## config.mk

```make
export PLATFORM = sky130hd
export DESIGN_NAME = counter_command_decoder
export DESIGN_NICKNAME = d
export VERILOG_FILES = /design/src/hdl/counter_channel.v /design/src/hdl/counter_command_decoder.v
export VERILOG_INCLUDE_DIRS = /design/src /design/src/hdl
export SDC_FILE = /design/constraint.sdc
export NUM_CORES = 1
export LEC_CHECK = 0
export BUFFER_PORTS_ARGS = -buffer_cell sky130_fd_sc_hd__buf_2
export CAP_MARGIN = 20
export CORE_ASPECT_RATIO = 0.75
export CORE_MARGIN = 5
export CORE_UTILIZATION = 40
export CTS_CLUSTER_DIAMETER = 120
export DETAILED_ROUTE_END_ITERATION = 8
export PLACE_DENSITY_LB_ADDON = 0.05
export SETUP_SLACK_MARGIN = 0.4
export SLEW_MARGIN = 20
export SYNTH_ARGS = -nofsm -noshare
export SYNTH_HDL_FRONTEND = slang
export SYNTH_SLANG_ARGS = --single-unit
```

## constraint.sdc

```tcl
create_clock -name REF_CLK -period 3.4 [get_ports REF_CLK]
set_input_delay 0.85 -clock REF_CLK [delete_from_list [all_inputs] [get_ports REF_CLK]]
set_output_delay 0.85 -clock REF_CLK [all_outputs]
set_load 0.01 [all_outputs]
```

## src/hdl/counter_consts.vh

```
// Purpose: Constants shared by the counter command decoder and its channel
// Assumes: APB byte addresses, 32-bit data, one register per word
// Notes:   Definitions only
`ifndef COUNTER_CONSTS_VH
`define COUNTER_CONSTS_VH

// ============================================================
// Register byte offsets
`define OFF_COMMAND     12'h000
`define OFF_DATA0       12'h004
`define OFF_DATA1       12'h008
`define OFF_DATA2       12'h00c
`define OFF_STATE0      12'h010
`define OFF_STATE1      12'h014
`define OFF_STATE2      12'h018

// ============================================================
// Command byte fields
`define CMD_SEL_HI      7
`define CMD_SEL_LO      6
`define CMD_FMT_HI      5
`define CMD_FMT_LO      4
`define CMD_MODE_HI     3
`define CMD_MODE_LO     1
`define CMD_BCD_BIT     0
`define CMD_RB_NOCNT    5
`define CMD_RB_NOSTAT   4
`define CMD_RB_SEL0     1

// ============================================================
// Codes
`define SEL_READBACK    2'b11
`define FMT_LATCH       2'b00
`define FMT_LOW         2'b01
`define FMT_HIGH        2'b10
`define FMT_BOTH        2'b11

// ============================================================
// Reset values
`define RST_MODE        3'h0
`define RST_FMT         2'b01
`define RST_BCD         1'b0
`define RST_NULL        1'b1

`endif

```

## src/hdl/counter_channel.v

```verilog
// Purpose: Programmed state and read latches of one counter
// Assumes: Strobes are single-cycle; only latch_cnt and latch_stat can coincide (read-back)
// Notes:   Status latch is read out before the count latch
`include "counter_consts.vh"

module counter_channel (
    input  wire        clk,
    input  wire        rst_n,
    input  wire        cfg_wr,
    input  wire [7:0]  cfg_byte,
    input  wire        latch_cnt,
    input  wire        latch_stat,
    input  wire        rd_pop,
    input  wire [15:0] count_value,
    input  wire        count_out,
    input  wire        count_written,
    input  wire        count_loaded,
    output wire [7:0]  rd_byte,
    output wire [9:0]  state_word
);

    reg [2:0]  mode_reg;
    reg [1:0]  fmt_reg;
    reg        bcd_reg;
    reg        null_reg;
    reg        cnt_latched_reg;
    reg        msb_next_reg;
    reg [15:0] cnt_hold_reg;
    reg        st_latched_reg;
    reg [7:0]  st_hold_reg;

    // ============================================================
    // Mode decode
    // mode normalisation
    function [2:0] mode_of;
        input [2:0] m;
        begin
            mode_of = m[1] ? {1'b0, m[1:0]} : m;
        end
    endfunction

    // ============================================================
    // Control word and latches
    always @(posedge clk or negedge rst_n)
    begin
        if (!rst_n)
        begin
            mode_reg        <= `RST_MODE;
            fmt_reg         <= `RST_FMT;
            bcd_reg         <= `RST_BCD;
            cnt_latched_reg <= 1'b0;
            msb_next_reg    <= 1'b0;
            cnt_hold_reg    <= 16'h0000;
            st_latched_reg  <= 1'b0;
            st_hold_reg     <= 8'h00;
        end
        else if (cfg_wr)
        begin
            fmt_reg         <= cfg_byte[`CMD_FMT_HI:`CMD_FMT_LO];
            mode_reg        <= mode_of(cfg_byte[`CMD_MODE_HI:`CMD_MODE_LO]);
            bcd_reg         <= cfg_byte[`CMD_BCD_BIT];
            // Reprogramming abandons any half-read latch
            cnt_latched_reg <= 1'b0;
            msb_next_reg    <= 1'b0;
            st_latched_reg  <= 1'b0;
        end
        else
        begin
            if (latch_cnt && !cnt_latched_reg)
            begin
                cnt_hold_reg    <= count_value;
                cnt_latched_reg <= 1'b1;
                msb_next_reg    <= (fmt_reg == `FMT_HIGH);
            end
            if (latch_stat && !st_latched_reg)
            begin
                st_hold_reg    <= {count_out, null_reg, fmt_reg, mode_reg, bcd_reg};
                st_latched_reg <= 1'b1;
            end
            if (rd_pop)
            begin
                if (st_latched_reg)
                    st_latched_reg <= 1'b0;
                else if (cnt_latched_reg)
                begin
                    if (fmt_reg == `FMT_BOTH && !msb_next_reg)
                        msb_next_reg <= 1'b1;
                    else
                    begin
                        cnt_latched_reg <= 1'b0;
                        msb_next_reg    <= 1'b0;
                    end
                end
            end
        end
    end

    // ============================================================
    // Null count flag
    // set wins over clear
    always @(posedge clk or negedge rst_n)
    begin
        if (!rst_n)
            null_reg <= `RST_NULL;
        else if (cfg_wr || count_written)
            null_reg <= 1'b1;
        else if (count_loaded)
            null_reg <= 1'b0;
    end

    assign rd_byte    = st_latched_reg  ? st_hold_reg :
                        cnt_latched_reg ? (msb_next_reg ? cnt_hold_reg[15:8]
                                                        : cnt_hold_reg[7:0]) :
                        8'h00;
    assign state_word = {st_latched_reg, cnt_latched_reg, null_reg,
                         fmt_reg, mode_reg, bcd_reg, msb_next_reg};

endmodule // counter_channel

```

## src/hdl/counter_command_decoder.v

```verilog
// Purpose: APB command decoder for a three-channel interval counter
// Assumes: Counting elements sit outside; they supply counts and load events
// Notes:   Zero-wait APB slave; unmapped addresses answer with PSLVERR
//          Writes to data and state words are dropped without an error
//          A control word throws away any latch still pending on its counter
//          The read-back reserved bit is not policed; software keeps it zero
//
// Overview of operation
// - Control word bits 7:6 pick counter 0, 1 or 2 (00, 01, 10).
// - Top bits 11 mark a read-back command, never a control word.
// - Bits 5:4 set format: 01 low, 10 high, 11 low then high.
// - Bits 5:4 equal 00 with a counter code means counter latch.
// - Bit 0 one selects BCD counting, zero selects binary.
// - Latch command captures the counter chosen by bits 7:6.
// - Latch command ignores bits 3:0; software writes 5:4 as zero.
// - Read-back latches count when bit 5 low, status when bit 4 low.
// - Null count set on control or count write, cleared on load.
`include "counter_consts.vh"

module counter_command_decoder (
    input  wire        REF_CLK,
    input  wire        RSTN,
    // APB slave
    input  wire        PSEL,
    input  wire        PENABLE,
    input  wire        PWRITE,
    input  wire [11:0] PADDR,
    input  wire [31:0] PWDATA,
    output wire        PREADY,
    output reg  [31:0] PRDATA,
    output wire        PSLVERR,
    // Counting elements
    input  wire [15:0] COUNT_VALUE0,
    input  wire [15:0] COUNT_VALUE1,
    input  wire [15:0] COUNT_VALUE2,
    input  wire [2:0]  COUNT_OUT,
    input  wire [2:0]  COUNT_WRITTEN,
    input  wire [2:0]  COUNT_LOADED,
    // Programmed state, one field per counter
    output wire [8:0]  MODE_ALL,
    output wire [5:0]  FORMAT_ALL,
    output wire [2:0]  BCD_ALL,
    output wire [2:0]  NULL_COUNT
);

    wire        setup_ph;
    wire        access_ph;
    wire [6:0]  reg_hit;
    wire        addr_ok;
    wire        cmd_wr;
    wire [7:0]  cmd;
    wire [1:0]  sel_code;
    wire [1:0]  fmt_code;
    wire        is_readback;
    wire        is_latch;
    wire        is_control;
    wire [2:0]  ctr_hit;
    wire [2:0]  rb_hit;
    wire [2:0]  cfg_wr;
    wire [2:0]  latch_cnt;
    wire [2:0]  latch_stat;
    wire [2:0]  rd_pop;
    wire [47:0] count_bus;
    wire [23:0] rd_bytes;
    wire [29:0] state_words;
    reg  [31:0] rdata_next;
    reg  [31:0] prdata_next;
    reg         err_reg;
    reg         err_next;

    // ============================================================
    // Address decode
    // One-hot register hit, shared by the error flag and the strobes
    // Offsets not listed here answer with PSLVERR
    function [6:0] reg_decode;
        input [11:0] a;
        begin
            reg_decode    = 7'h00;
            reg_decode[0] = (a == `OFF_COMMAND);
            reg_decode[1] = (a == `OFF_DATA0);
            reg_decode[2] = (a == `OFF_DATA1);
            reg_decode[3] = (a == `OFF_DATA2);
            reg_decode[4] = (a == `OFF_STATE0);
            reg_decode[5] = (a == `OFF_STATE1);
            reg_decode[6] = (a == `OFF_STATE2);
        end
    endfunction

    // Counter code to one-hot; code 11 selects none
    function [2:0] ctr_onehot;
        input [1:0] code;
        begin
            case (code)
                2'b00:   ctr_onehot = 3'b001;
                2'b01:   ctr_onehot = 3'b010;
                2'b10:   ctr_onehot = 3'b100;
                default: ctr_onehot = 3'b000;
            endcase
        end
    endfunction

    assign setup_ph  = PSEL && !PENABLE;
    assign access_ph = PSEL && PENABLE;
    assign reg_hit   = reg_decode(PADDR);
    assign addr_ok   = |reg_hit;
    // Always ready: every register answers in the first access cycle
    assign PREADY    = 1'b1;
    assign PSLVERR   = access_ph && err_reg;

    // ============================================================
    // Command decode
    assign cmd_wr      = access_ph && PWRITE && reg_hit[0];
    assign cmd         = PWDATA[7:0];
    assign sel_code    = cmd[`CMD_SEL_HI:`CMD_SEL_LO];
    assign fmt_code    = cmd[`CMD_FMT_HI:`CMD_FMT_LO];
    assign is_readback = (sel_code == `SEL_READBACK);
    assign is_latch    = !is_readback && (fmt_code == `FMT_LATCH);
    assign is_control  = !is_readback && (fmt_code != `FMT_LATCH);
    assign ctr_hit     = ctr_onehot(sel_code);
    // Bit 0 of read-back is not checked; software keeps it zero
    // reserved bit unused
    assign rb_hit      = cmd[`CMD_RB_SEL0+2:`CMD_RB_SEL0];

    assign cfg_wr    = {3{cmd_wr && is_control}} & ctr_hit;
    // latch target; counter latch ignores bits 3:0, read-back term uses bits 3:1
    assign latch_cnt = ({3{cmd_wr && is_latch}} & ctr_hit) |
                       ({3{cmd_wr && is_readback && !cmd[`CMD_RB_NOCNT]}} & rb_hit);
    assign latch_stat = {3{cmd_wr && is_readback && !cmd[`CMD_RB_NOSTAT]}} & rb_hit;

    // Data register reads pop one byte from the latch
    assign rd_pop = {3{access_ph && !PWRITE}} &
                    reg_hit[3:1];

    assign count_bus = {COUNT_VALUE2, COUNT_VALUE1, COUNT_VALUE0};

    // ============================================================
    // Channels
    genvar g;
    generate
        for (g = 0; g < 3; g = g + 1)
        begin : ch
            counter_channel u_chan (
                .clk           (REF_CLK),
                .rst_n         (RSTN),
                .cfg_wr        (cfg_wr[g]),
                .cfg_byte      (cmd),
                .latch_cnt     (latch_cnt[g]),
                .latch_stat    (latch_stat[g]),
                .rd_pop        (rd_pop[g]),
                .count_value   (count_bus[16*g+15:16*g]),
                .count_out     (COUNT_OUT[g]),
                .count_written (COUNT_WRITTEN[g]),
                .count_loaded  (COUNT_LOADED[g]),
                .rd_byte       (rd_bytes[8*g+7:8*g]),
                .state_word    (state_words[10*g+9:10*g])
            );
        end
    endgenerate

    // ============================================================
    // Programmed state outputs
    // Fields come straight from the channel flops, no extra delay
    generate
        for (g = 0; g < 3; g = g + 1)
        begin : fld
            assign MODE_ALL[3*g+2:3*g]   = state_words[10*g+4:10*g+2];
            assign FORMAT_ALL[2*g+1:2*g] = state_words[10*g+6:10*g+5];
            assign BCD_ALL[g]            = state_words[10*g+1];
            assign NULL_COUNT[g]         = state_words[10*g+7];
        end
    endgenerate

    // ============================================================
    // Read data
    // Captured in the setup cycle so the bus sees flop outputs
    always @*
    begin
        rdata_next = 32'h0000_0000;
        case (PADDR)
            `OFF_DATA0:  rdata_next = {24'h00_0000, rd_bytes[7:0]};
            `OFF_DATA1:  rdata_next = {24'h00_0000, rd_bytes[15:8]};
            `OFF_DATA2:  rdata_next = {24'h00_0000, rd_bytes[23:16]};
            `OFF_STATE0: rdata_next = {22'h0, state_words[9:0]};
            `OFF_STATE1: rdata_next = {22'h0, state_words[19:10]};
            `OFF_STATE2: rdata_next = {22'h0, state_words[29:20]};
            default:     rdata_next = 32'h0000_0000;
        endcase
    end

    // Read data and error flag change only at the end of a setup cycle,
    // so both stand unchanged through the access cycle
    always @*
    begin
        prdata_next = PRDATA;
        err_next    = err_reg;
        if (setup_ph)
        begin
            prdata_next = PWRITE ? 32'h0000_0000 : rdata_next;
            err_next    = !addr_ok;
        end
    end

    always @(posedge REF_CLK or negedge RSTN)
    begin
        if (!RSTN)
        begin
            PRDATA  <= 32'h0000_0000;
            err_reg <= 1'b0;
        end
        else
        begin
            PRDATA  <= prdata_next;
            err_reg <= err_next;
        end
    end

endmodule // counter_command_decoder

```

# Yosys cells after proc, flatten, opt, wreduce, memory -nomap -nowiden
# Cells that the tools add are included.
# word_totals
regBits	135
latch_bits	0
ram_bits	0
mem_bits_ro	0
in_bits	106
output_inout_bits	55
n_memories	0
# classes
addsub	0
multipliers	0
div	0
n_lt_le_gt_ge	0
n_eq_ne	15
shift	0
mux	67
bitwise	9
reduce_logical	54
# ops
op	count
$mux 8	9
$pmux 10 s6	1
$mux 1	54
$eq 12x5->1 const B	3
$mux 32	1
$eq 12x4->1 const B	2
$logic_and 1x1->1	22
$eq 2x2->1 const B	8
$and 3x3->3	5
$logic_not 1->1	15
$eq 12x3->1 const B	1
$logic_not 12->1	1
$reduce_and 2->1	6
$pmux 3 s3	1
$reduce_bool 2->1	4
$reduce_or 7->1	1
$logic_not 2->1	2
$logic_or 1x1->1	3
$mux 3	1
$not 1->1	3
$or 3x3->3	1
$eq 2x1->1 const B	1

# Logic depth before layout (Yosys ltp)
# Gate-level depths: netlist (run 1).
# logic_depth
depth_word	14
mapped_depth	8

# Cells and area by module
# From an unflattened synthesis (run 1), not the netlist that was laid out.
# unflattened
cells_unflattened	519
hier_area_um2	5959.5
# by_module_without_submodules
module	n_inst	cells_each	area_per_inst_um2
counter_channel	3	116	1542.7
counter_command_decoder	1	171	1331.3

# Least setup slack after synthesis (run 1)
# No wires, ideal clock.
# synth_path
kind	in2reg
startpoint	input port PADDR[9]
endpoint	register ch[2].u_chan.cnt_hold_reg[10]
setup_time_ns	0.125
arrival_time_ns	2.466
required_ns	3.275
setup_slack_ns	0.809
stages	6
n_path_buf	2
cell_sequence	nor3_1 -> and4_1 -> buf_4 -> nor4b_4 -> buf_6 -> mux2_2
# synth_via
elab_chain_len	8
elab_cells_between_ends	13
cone_classes	bitwise: 5; reduce/logical: 8
# synth_lines
element	line_no	text
start, declared	counter_command_decoder.v:27	input wire [11:0] PADDR,
$logic_not 12->1 (no source line) *	n/a	
$logic_and 1x1->1 *	counter_command_decoder.v:112	assign cmd_wr = access_ph && PWRITE && reg_hit[0];
$logic_and 1x1->1 (2 in a row)	counter_command_decoder.v:127	({3{cmd_wr && is_readback && !cmd[`CMD_RB_NOCNT]}} & rb_hit);
$and 3x3->3	counter_command_decoder.v:127	
$or 3x3->3	counter_command_decoder.v:126	assign latch_cnt = ({3{cmd_wr && is_latch}} & ctr_hit) |
$logic_and 1x1->1	counter_channel.v:69	if (latch_cnt && !cnt_latched_reg)
$reduce_and 2->1 (no source line) *	n/a	
end signal, assigned	counter_channel.v:71	cnt_hold_reg <= count_value;
end, declared	counter_channel.v:28	reg [15:0] cnt_hold_reg;
# Mark *: on every way between the ends. The rest lies on a longest branch, timed or not.
# A chain may end at the register's enable or synchronous reset.

# Worst setup path in the final report (run 1)
# layout_path
startpoint	input port PADDR[2]
endpoint	register ch[2].u_chan.st_hold_reg[6]
# layout_via
elab_chain_len	7
elab_cells_between_ends	10
cone_classes	bitwise: 3; reduce/logical: 7
# layout_lines
element	line_no	text
$logic_not 12->1 (no source line) *	n/a	
$logic_and 1x1->1 *	counter_command_decoder.v:112	
$logic_and 1x1->1 (2 in a row)	counter_command_decoder.v:128	assign latch_stat = {3{cmd_wr && is_readback && !cmd[`CMD_RB_NOSTAT]}} & rb_hit;
$and 3x3->3	counter_command_decoder.v:128	
$logic_and 1x1->1	counter_channel.v:75	if (latch_stat && !st_latched_reg)
$reduce_and 2->1 (no source line) *	n/a	
end signal, assigned	counter_channel.v:77	st_hold_reg <= {count_out, null_reg, fmt_reg, mode_reg, bcd_reg};
end, declared	counter_channel.v:30	reg [7:0] st_hold_reg;
# Marked as above.

==> results.json, run 1 <==
{
  "numCtsBuffers": 17,
  "ant_nets": 0,
  "hp-class": "primary input to async pin",
  "cp_data_arrival_time_ns": 2.81,
  "post_cts_resized": 0,
  "slowest_stage": "and4b_1",
  "drive_above_1_share": 0.406,
  "cp_max_fo": 13,
  "dieHeight_um": 115,
  "start_util": 0.407,
  "core_area_mm2": 0.0145,
  "p_leak_nw": 3.42,
  "placed_cell_area_mm2": 0.00654,
  "die_w_um": 150,
  "synth-seq-cells": 113,
  "slew_headroom": 0.541,
  "fin_worst_skew_ns": 0.00930,
  "clock.fmax_ghz": 0.398,
  "peakVddDrop_mv": 0.290,
  "cts.sinks": 113,
  "dpl.hpwl_um": 12200,
  "reg2reg_slack_ns": 1.32,
  "grt_usage": 0.199,
  "fill_cells": 1372,
  "cts_tree": "yes",
  "hold_violations": 0,
  "drt-pass1-iter-count": 4,
  "final_util": 0.494,
  "worst_slew_pin_slew_ns": 0.689,
  "async_reset_ff_frac": 1.00,
  "path_cells": "buf_2, nor4b_2, nand3_1, nor3_1, buf_4, and4b_1, mux2_2",
  "setup.worst_path.class": "primary input to register",
  "vias": 4470,
  "max-clock-path-buffers": 2,
  "diodes": 0,
  "area_delta_synth_final_pct": 21.5,
  "antenna_found_initial": 1,
  "maxSlewViolCount": 0,
  "avgRoutedWirePerCell_um": 19.4,
  "overflow": 0,
  "synthTopCellsByArea": "dfrtp_1 (46%), mux2_2 (15%), mux2i_1 (4.4%)",
  "postSynthAreaPerCell_um2": 11.3,
  "finalWirelength_um": 16400,
  "fin_crit_sh": 0.739,
  "gp_congestion": 0.834,
  "clock_latency_ns": 0.42,
  "cts_root_buf": "clkbuf_16",
  "syn-cell-area_mm2": 0.00588,
  "via_per_inst": 5.30,
  "port_buffers": 113,
  "cpPeakStageDelay_ns": 0.50,
  "largest_reg_flops": 48,
  "ys.flop_type": "dfrtp_1",
  "grt_pass1_wl_um": 25900,
  "yosys.area.top_type": "dfrtp_1",
  "path_clk_slew_ns": 0.05,
  "cts_hold_buf": 0,
  "power_density_mw_per_mm2": 473,
  "drc": 0,
  "rows": 38,
  "die-area_mm2": 0.0172,
  "ios": 161,
  "grt_max_degree": 44,
  "yosysSeqAreaShare": 0.482,
  "status": "finished, final reports clean",
  "synthCells": 521,
  "crit_path_end_kind": "register",
  "htree_levels": 4,
  "layout.cells.non_filler": 843,
  "nNetsFinal": 737,
  "post_cts_buffers": 0,
  "setup_viol": 0,
  "stdcell_area_mm2": 0.00714,
  "drv_cap": 0,
  "synth_edf_count": 0,
  "rsz0062_at_grt": "no",
  "yosys.area.top_type_share": 0.456,
  "cp.required_ns": 3.70,
  "drtIter0Drc": 261,
  "yosys_warnings": 0,
  "finalSetupTns_ns": 0,
  "worst_setup_path_start_kind": "primary input",
  "ys_types": 51,
  "grt_pass1_vias": 4689,
  "placed_cells": 812,
  "period_needed_ns": 2.51
}
[cell usage after synthesis, drive strengths merged (4+ instances only)]
master	n
nand4	5
o211ai	22
a22oi	7
nand3	11
inv	8
buf	40
a21oi	20
clkbuf	19
dfrtp	107
a31oi	5
mux2i	26
a211o	7
nor3	4
nor3b	4
nor4	4
nand2	46
nor4b	4
or3	9
o21ai	18
nor2	17
mux2	88
dfstp	6
nand2b	8
[worst paths after layout]
kind / from / to / cells after the start
setup reg to reg: ch[0].u_chan.st_latched_reg$_DFF_PN0_ / ch[0].u_chan.msb_next_reg$_DFF_PN0_ / 5
hold / removal: RSTN / ch[1].u_chan.cnt_hold_reg[3]$_DFFE_PN0P_ / 1
min in group REF_CLK: PRDATA[8]$_DFFE_PN0P_ / PRDATA[8]$_DFFE_PN0P_ / 2
setup / recovery: PADDR[2] / ch[2].u_chan.st_hold_reg[6]$_DFFE_PN0P_ / 7
max in group asynchronous: RSTN / ch[2].u_chan.null_reg$_DFFE_PN1P_ / 2
hold reg to reg: PRDATA[8]$_DFFE_PN0P_ / PRDATA[8]$_DFFE_PN0P_ / 2
[cell type report]
class / instances / area [um2] / area share
multi-input cells: 362 / 2730 / 0.383
clock inverters: 9 / 131 / 0.0184
well taps: 200 / 250 / 0.0350
flip-flops and latches: 113 / 2840 / 0.397
clock buffers: 22 / 474 / 0.0664
repair buffers: 129 / 688 / 0.0964
inverters: 8 / 30.0 / 0.00420
[cells in the final DEF, fill, tap and decap left out, types with 4 or more instances in the layout]
cell / instances
clkbuf_16: 17
dfrtp_1: 107
nand2_1: 46
mux2_4: 9
a22oi_1: 7
or3_1: 9
o21ai_0: 17
a21oi_1: 20
dfstp_2: 6
nand4_1: 5
inv_1: 8
mux2i_1: 26
nor3b_1: 4
a211o_1: 7
a31oi_1: 5
conb_1: 23
nand2b_1: 8
nor3_1: 4
buf_4: 17
nand3_1: 11
nor2_1: 17
o211ai_1: 22
buf_2: 112
mux2_2: 79
[routing by layer]
layer	vias to the layer above	GRT usage	part of all wire
met5	-	0	0
met3	16	0.0512	0.064
met4	0	0.0585	0.014
met1	2232	0.281	0.48
met2	152	0.303	0.44
li1	2070	-	-
[critical path, delay by kind of cell]
kind	cells	cell delay (ns)
buffers and inverters	2	0.36
AND/OR/NAND/NOR	4	1.19
multiplexers	1	0.40
[power breakdown]
group,total [mW],switching [mW],internal [mW],leakage (nW)
Combinational,0.195,0.125,0.0708,1.58
Clock,1.82,0.615,1.20,0.288
Sequential,1.36,0.00798,1.36,1.55
[cells by family (layout without fill, tap and decap cells)]
family / Yosys count / count (layout) / synth area share
multiplexers: 114 / 114 / 0.219
other: 2 / 23 / 0.00128
AO/OA/AOI/OAI: 90 / 90 / 0.101
AND/OR/NAND/NOR: 135 / 135 / 0.131
buffers and inverters: 67 / 168 / 0.0660
flip-flops: 113 / 113 / 0.482
[stage by stage]
step           power [mW]  setup WS (ns)  hold slack, ns
2_1_floorplan        1.48          0.809           0.474
3_3_place_gp         1.58          0.508           0.466
3_5_place_dp         1.58          0.474           0.477
4_1_cts              3.42          0.905           0.440
5_1_grt              3.49          0.757           0.482
6_report             3.38          0.889           0.435
No activity file was read; power rests on OpenSTA's default activity.
==> run 2: changes to the inputs <==
--- a/config.mk
+++ b/config.mk
@@ -6,6 +6,7 @@
 export SDC_FILE = /design/constraint.sdc
 export NUM_CORES = 1
 export LEC_CHECK = 0
+export ABC_AREA = 1
 export BUFFER_PORTS_ARGS = -buffer_cell sky130_fd_sc_hd__buf_2
 export CAP_MARGIN = 20
 export CORE_ASPECT_RATIO = 0.75
==> constraint.sdc (replaced) <==
create_clock -name REF_CLK -period 2.2 [get_ports REF_CLK]
set_input_delay 0.55 -clock REF_CLK [delete_from_list [all_inputs] [get_ports REF_CLK]]
set_output_delay 0.55 -clock REF_CLK [all_outputs]
set_load 0.01 [all_outputs]
==> run 2 against run 1 <==
  * Clock skew hardly changed
  * Via count grew 21%
  * Critical endpoint is now ch[1].u_chan.cnt_hold_reg[14]$_DFFE_PN0P_
  * Die area rose by 1.7%
  * Cell area rose by 5.2%
  * Clock power rose by 49%
  * Count of clock-buffer cells in the layout down 1
==> results.json, run 2 <==
{
  "status": "finished, final reports clean",
  "synthTopCellsByArea": "dfrtp_1 (45%), nand2_1 (13%), o21ai_0 (7.1%)",
  "power_density_mw_per_mm2": 672,
  "maxSlewViolCount": 0,
  "path_clk_slew_ns": 0.06,
  "timing.final.ws_setup_ns": 0.468,
  "grt_max_degree": 45,
  "grt_pass1_vias": 5301,
  "yosys_warnings": 0,
  "totalPowerFinal_mw": 5.05,
  "synth_edf_count": 0,
  "overflow": 0,
  "clock_latency_ns": 0.41,
  "fin_worst_skew_ns": 0.00902,
  "final_cell_mix": "nand2_1 (202), buf_2 (112), dfrtp_1 (105)",
  "yosys.area.top_type_share": 0.447,
  "finalSetupTns_ns": 0,
  "drive_above_1_share": 0.264,
  "ys.flop_type": "dfrtp_1",
  "p_leak_nw": 3.86,
  "hold_violations": 0,
  "port_buffers": 113,
  "synth_adder_area_share": 0,
  "ant_nets": 0,
  "worst_setup_path_start_kind": "primary input",
  "synth-simple-area-share": 0.264,
  "rows": 38,
  "rsz0062_at_grt": "yes",
  "dp_slack_ns": -0.0483,
  "start_util": 0.411,
  "cts_hold_buf": 0,
  "clock.fmax_ghz": 0.577,
  "fin_crit_sh": 0.787,
  "cts_tree": "yes",
  "synth_top_family_by_area": "simple AND/OR/NAND/NOR gates",
  "drtIter0Drc": 469,
  "max-clock-path-buffers": 2,
  "yosysSeqAreaShare": 0.474,
  "async_reset_ff_frac": 1.00,
  "cts_root_buf": "clkbuf_16",
  "hold_slack_ns": 0.0936,
  "cts.sinks": 113,
  "nNetsFinal": 1002,
  "antenna_found_initial": 0,
  "layout.cells.non_filler": 1108,
  "met1_length_um": 8640,
  "routed-wl-met2_um": 7890,
  "cp.required_ns": 2.50,
  "synth_common_cells": "nand2_1 (202), dfrtp_1 (107), o21ai_0 (85)",
  "synth-xor-area-share": 0,
  "crit_path_end_kind": "register",
  "dpl.hpwl_um": 13800,
  "htree_levels": 4,
  "period_needed_ns": 1.73,
  "finalWirelength_um": 18000,
  "dr_wl_met3_um": 1270,
  "vias": 5427,
  "diodes": 0,
  "grt_pass1_wl_um": 27800,
  "placed_cells": 1075,
  "dieHeight_um": 116,
  "die-area_mm2": 0.0175,
  "cp_data_arrival_time_ns": 2.03,
  "syn-cell-area_mm2": 0.00599,
  "ios": 161,
  "avgRoutedWirePerCell_um": 16.2,
  "setup_viol": 0,
  "setup.worst_path.class": "primary input to register",
  "synth_compound_area_frac": 0.149,
  "drv_cap": 0,
  "gp_congestion": 0.850,
  "layout_commonest_cell": "nand2_1",
  "die_w_um": 151,
  "drc": 0,
  "postSynthAreaPerCell_um2": 7.85,
  "yosysMostFrequentCell": "nand2_1",
  "synth-seq-cells": 113,
  "peakVddDrop_mv": 0.466,
  "cp_max_fo": 16,
  "core_area_mm2": 0.0145,
  "hp-class": "primary input to async pin",
  "via_per_inst": 4.90,
  "largest_reg_flops": 48,
  "synthCells": 763,
  "grt_usage": 0.208,
  "top_layer": "met4",
  "area_delta_synth_final_pct": 25.5,
  "ys_types": 32,
  "yosys.area.top_type": "dfrtp_1",
  "drt-pass1-iter-count": 5,
  "synthMuxAreaShare": 0,
  "numCtsBuffers": 17
}
## run 2: cell count changes after synthesis, sizes merged, moves of 20 or more
cell	previous run	this run
inv	8	73
mux2	88	0
mux2i	26	0
nand2	46	211
nand3	11	57
nor2	17	81
o211ai	22	2
o21ai	18	109
## run 2: what timing repair did
item                       in CTS  in global routing
setup endpoints to repair      14                 62
buffers inserted                0                  2
gates resized for setup         5                 20
pin swaps                       0                  3
## run 2: area by class of cell
class,instances,area [um2]
clock inverters,10,110
fillers,1441,7040
repair buffers,148,913
flip-flops and latches,113,2840
well taps,200,250
clock buffers,21,470
inverters,77,292
multi-input cells,539,2640
## run 2: where the power goes
part / leakage, nW / switching [mW] / internal (mW) / total (mW)
sequential: 1.46 / 0.00245 / 2.09 / 2.09
combinational: 2.12 / 0.151 / 0.0806 / 0.232
clock: 0.277 / 0.982 / 1.74 / 2.72
total: 3.86 / 1.14 / 3.91 / 5.05
## run 2: stage by stage
step           instance area (um2)  utilization
2_1_floorplan                 6100            -
3_3_place_gp                  6860        0.471
3_5_place_dp                  6860        0.471
4_1_cts                       7450        0.512
5_1_grt                       7510        0.516
6_report                      7510        0.516
## run 2: layer usage
layer  vias to the layer above  track usage
met4                         0       0.0568
met3                        16       0.0453
met2                       185        0.307
met5                         -            0
li1                       2676            -
met1                      2550        0.310
## run 2: worst paths after layout
kind | cells after the start | slack [ns] | to | startpoint
setup / recovery | 12 | 0.47 | ch[1].u_chan.cnt_hold_reg[14]$_DFFE_PN0P_ | PADDR[9]
hold / removal | 1 | 0.09 | ch[2].u_chan.cnt_hold_reg[6]$_DFFE_PN0P_ | RSTN
setup reg to reg | 9 | 0.49 | PRDATA[1]$_DFFE_PN0P_ | ch[2].u_chan.msb_next_reg$_DFF_PN0_
hold reg to reg | 2 | 0.47 | ch[1].u_chan.cnt_hold_reg[1]$_DFFE_PN0P_ | ch[1].u_chan.cnt_hold_reg[1]$_DFFE_PN0P_
max in group asynchronous | 2 | 1.44 | ch[0].u_chan.null_reg$_DFFE_PN1P_ | RSTN
min in group REF_CLK | 2 | 0.28 | ch[2].u_chan.null_reg$_DFFE_PN1P_ | COUNT_LOADED[2]
## run 2: logic make-up (layout without fill, tap and decap cells)
logic type,Yosys count,after routing
and+or+nand+nor,363,363
AOI/OAI and AO/OA,153,153
other,2,23
buffers and inverters,132,256
DFF,113,113
## run 2: worst max-delay path: stages
cell,delay (ns)
buf_2,0.11
nor2_4,0.12
nand2_4,0.09
nor2_8,0.13
nand3_4,0.16
nor2_4,0.19
nand3_1,0.09
nand2_1,0.17
nand2_1,0.07
buf_4,0.20
nand2_1,0.08
nand2_1,0.05
==> run 3: changes to the inputs <==
==> constraint.sdc (replaced) <==
create_clock -name REF_CLK -period 1.5 [get_ports REF_CLK]
set_input_delay 0.375 -clock REF_CLK [delete_from_list [all_inputs] [get_ports REF_CLK]]
set_output_delay 0.375 -clock REF_CLK [all_outputs]
set_load 0.01 [all_outputs]
==> run 3 against run 2 <==
  * The flow now finishes with violations (negative setup slack)
  * Clock skew is 0.00080 ns higher
  * Largest cell class is now multi-input combinational cells
  * Critical path type unchanged
  * Sequential cell count did not move
  * Via count increased by 15%
  * Largest power group unchanged
  * Wire length increased by 21%
  * Critical endpoint is now ch[0].u_chan.cnt_hold_reg[14]$_DFFE_PN0P_
  * Global-route usage rose by 4.2 points
  * Clock power up 67%
==> results.json, run 3 (synthesized netlist as in run 2, its figures left out) <==
{
  "status": "finished, violations left",
  "violations": "negative setup slack",
  "period_needed_ns": 1.56,
  "r2r-start": "ch[2].u_chan.msb_next_reg$_DFF_PN0_",
  "cts.sinks": 113,
  "reg2reg_slack_ns": -0.06,
  "maxSlewViolCount": 0,
  "drtIter0Drc": 390,
  "cts_tree": "yes",
  "numCtsBuffers": 17,
  "clock_latency_ns": 0.42,
  "max-clock-path-buffers": 2,
  "finalSetupTns_ns": -0.704,
  "path_clk_slew_ns": 0.06,
  "cpPeakStageDelay_ns": 0.16,
  "final_util": 0.684,
  "crit_path_end_kind": "register",
  "critPathTopFamily": "simple AND/OR/NAND/NOR gates",
  "die_w_um": 151,
  "setup.worst_path.class": "primary input to register",
  "area_delta_synth_final_pct": 66.3,
  "endpoint": "ch[0].u_chan.cnt_hold_reg[14]$_DFFE_PN0P_",
  "largest_reg_flops": 48,
  "overflow": 0,
  "port_buffers": 113,
  "grt_usage": 0.251,
  "layout_commonest_cell": "nand2_1",
  "path_depth": 13,
  "grt_pass1_wl_um": 33500,
  "grt_pass1_vias": 6335,
  "via_per_inst": 5.08,
  "drive_above_1_share": 0.539,
  "diodes": 0,
  "cp_common_cell": "nor2_4",
  "reg2reg_to": "PRDATA[6]$_DFFE_PN0P_",
  "dpl.hpwl_um": 14500,
  "rows": 38,
  "final_cell_mix": "nand2_1 (119), dfrtp_1 (106), buf_2 (96)",
  "cp.required_ns": 1.80,
  "rr_worst_depth": 8,
  "clock.fmax_ghz": 0.643,
  "hold_slack_ns": 0.0783,
  "peakVddDrop_mv": 0.722,
  "nNetsFinal": 1125,
  "rsz0062_at_grt": "yes",
  "ant_nets": 0,
  "grt_max_degree": 50,
  "timing.final.ws_setup_ns": -0.0558,
  "drv_cap": 0,
  "htree_levels": 4,
  "cts_root_buf": "clkbuf_16",
  "slowest_stage": "buf_12",
  "antenna_found_initial": 0,
  "core_area_mm2": 0.0145,
  "drt-pass1-iter-count": 5,
  "slew_headroom": 0.662,
  "finalWirelength_um": 21800,
  "p_leak_nw": 4.79,
  "die-area_mm2": 0.0175,
  "fin_worst_skew_ns": 0.00983,
  "vias": 6261,
  "gp_congestion": 0.845,
  "ios": 161,
  "hold_violations": 0,
  "cp_max_fo": 6,
  "start_util": 0.411,
  "setup_viol": 25,
  "crit_buf_inv": 3,
  "worst_setup_path_start_kind": "primary input",
  "drc": 0,
  "avgRoutedWirePerCell_um": 17.7,
  "fin_crit_sh": 1.04,
  "dieHeight_um": 116,
  "path_cells": "buf_6, nor2_4, nand2_4, nor2_8, nand3_4, buf_6, nor2_4, nand2_2, nand2_4, buf_12, nand2_8, nor2_4, a21oi_2",
  "crit_start": "PADDR[7]",
  "hp-class": "primary input to register",
  "worst_slew_pin_slew_ns": 0.505,
  "power_density_mw_per_mm2": 811,
  "cp_data_arrival_time_ns": 1.86
}
run 3: power by group:
part	switching, mW	internal [mW]
sequential	0.00567	3.06
combinational	0.284	0.184
clock	1.45	3.08
total	1.74	6.33
run 3: layout make-up:
class                           count  area (um2)
Clock buffer                       23         478
Clock inverter                      9         180
Fill cell                        1185        4600
Inverter                           77         308
Multi-Input combinational cell    550        3770
Sequential cell                   113        2840
Tap cell                          200         250
Timing Repair Buffer              260        2130
run 3: worst min path at each step:
| stage | to | cells past startpoint | startpoint | slack (ns) |
|---|---|---|---|---|
| after global placement | ch[2].u_chan.cnt_hold_reg[7]$_DFFE_PN0P_ | 1 | RSTN | 0.24 |
| after detailed placement | ch[2].u_chan.cnt_hold_reg[7]$_DFFE_PN0P_ | 1 | RSTN | 0.24 |
| after global routing | ch[0].u_chan.null_reg$_DFFE_PN1P_ | 2 | COUNT_LOADED[0] | 0.07 |
| after CTS | ch[1].u_chan.null_reg$_DFFE_PN1P_ | 2 | COUNT_LOADED[1] | 0.07 |
| final | ch[1].u_chan.null_reg$_DFFE_PN1P_ | 2 | COUNT_LOADED[1] | 0.08 |
| after floorplan | PRDATA[0]$_DFFE_PN0P_ | 0 | RSTN | 0.08 |
run 3: metal layers:
layer	vias up	routed length [um]	track usage
met1	3053	10200	0.360
met2	217	9840	0.385
met4	0	373	0.0707
met3	32	1390	0.0532
li1	2959	-	-
met5	-	0	0
run 3: metrics by stage:
stage | power [mW] | setup WS [ns] | instance area (um2) | instances
finish | 8.07 | -0.0558 | 9950 | 1232
floorplan | 3.27 | -0.143 | 6110 | 784
detailed placement | 3.49 | -0.549 | 7260 | 1124
global route | 8.28 | -0.164 | 9950 | 1232
global placement | 3.49 | -0.500 | 7260 | 1124
CTS | 8.10 | -0.0246 | 9530 | 1220
run 3: timing repair:
action	CTS	global route
cloned	13	3
setup endpoints to repair	145	145
hold buffers	1	0
gates resized for setup	308	81
pin swaps	92	72
endpoints found under the hold margin	10	0
setup buffers	50	9
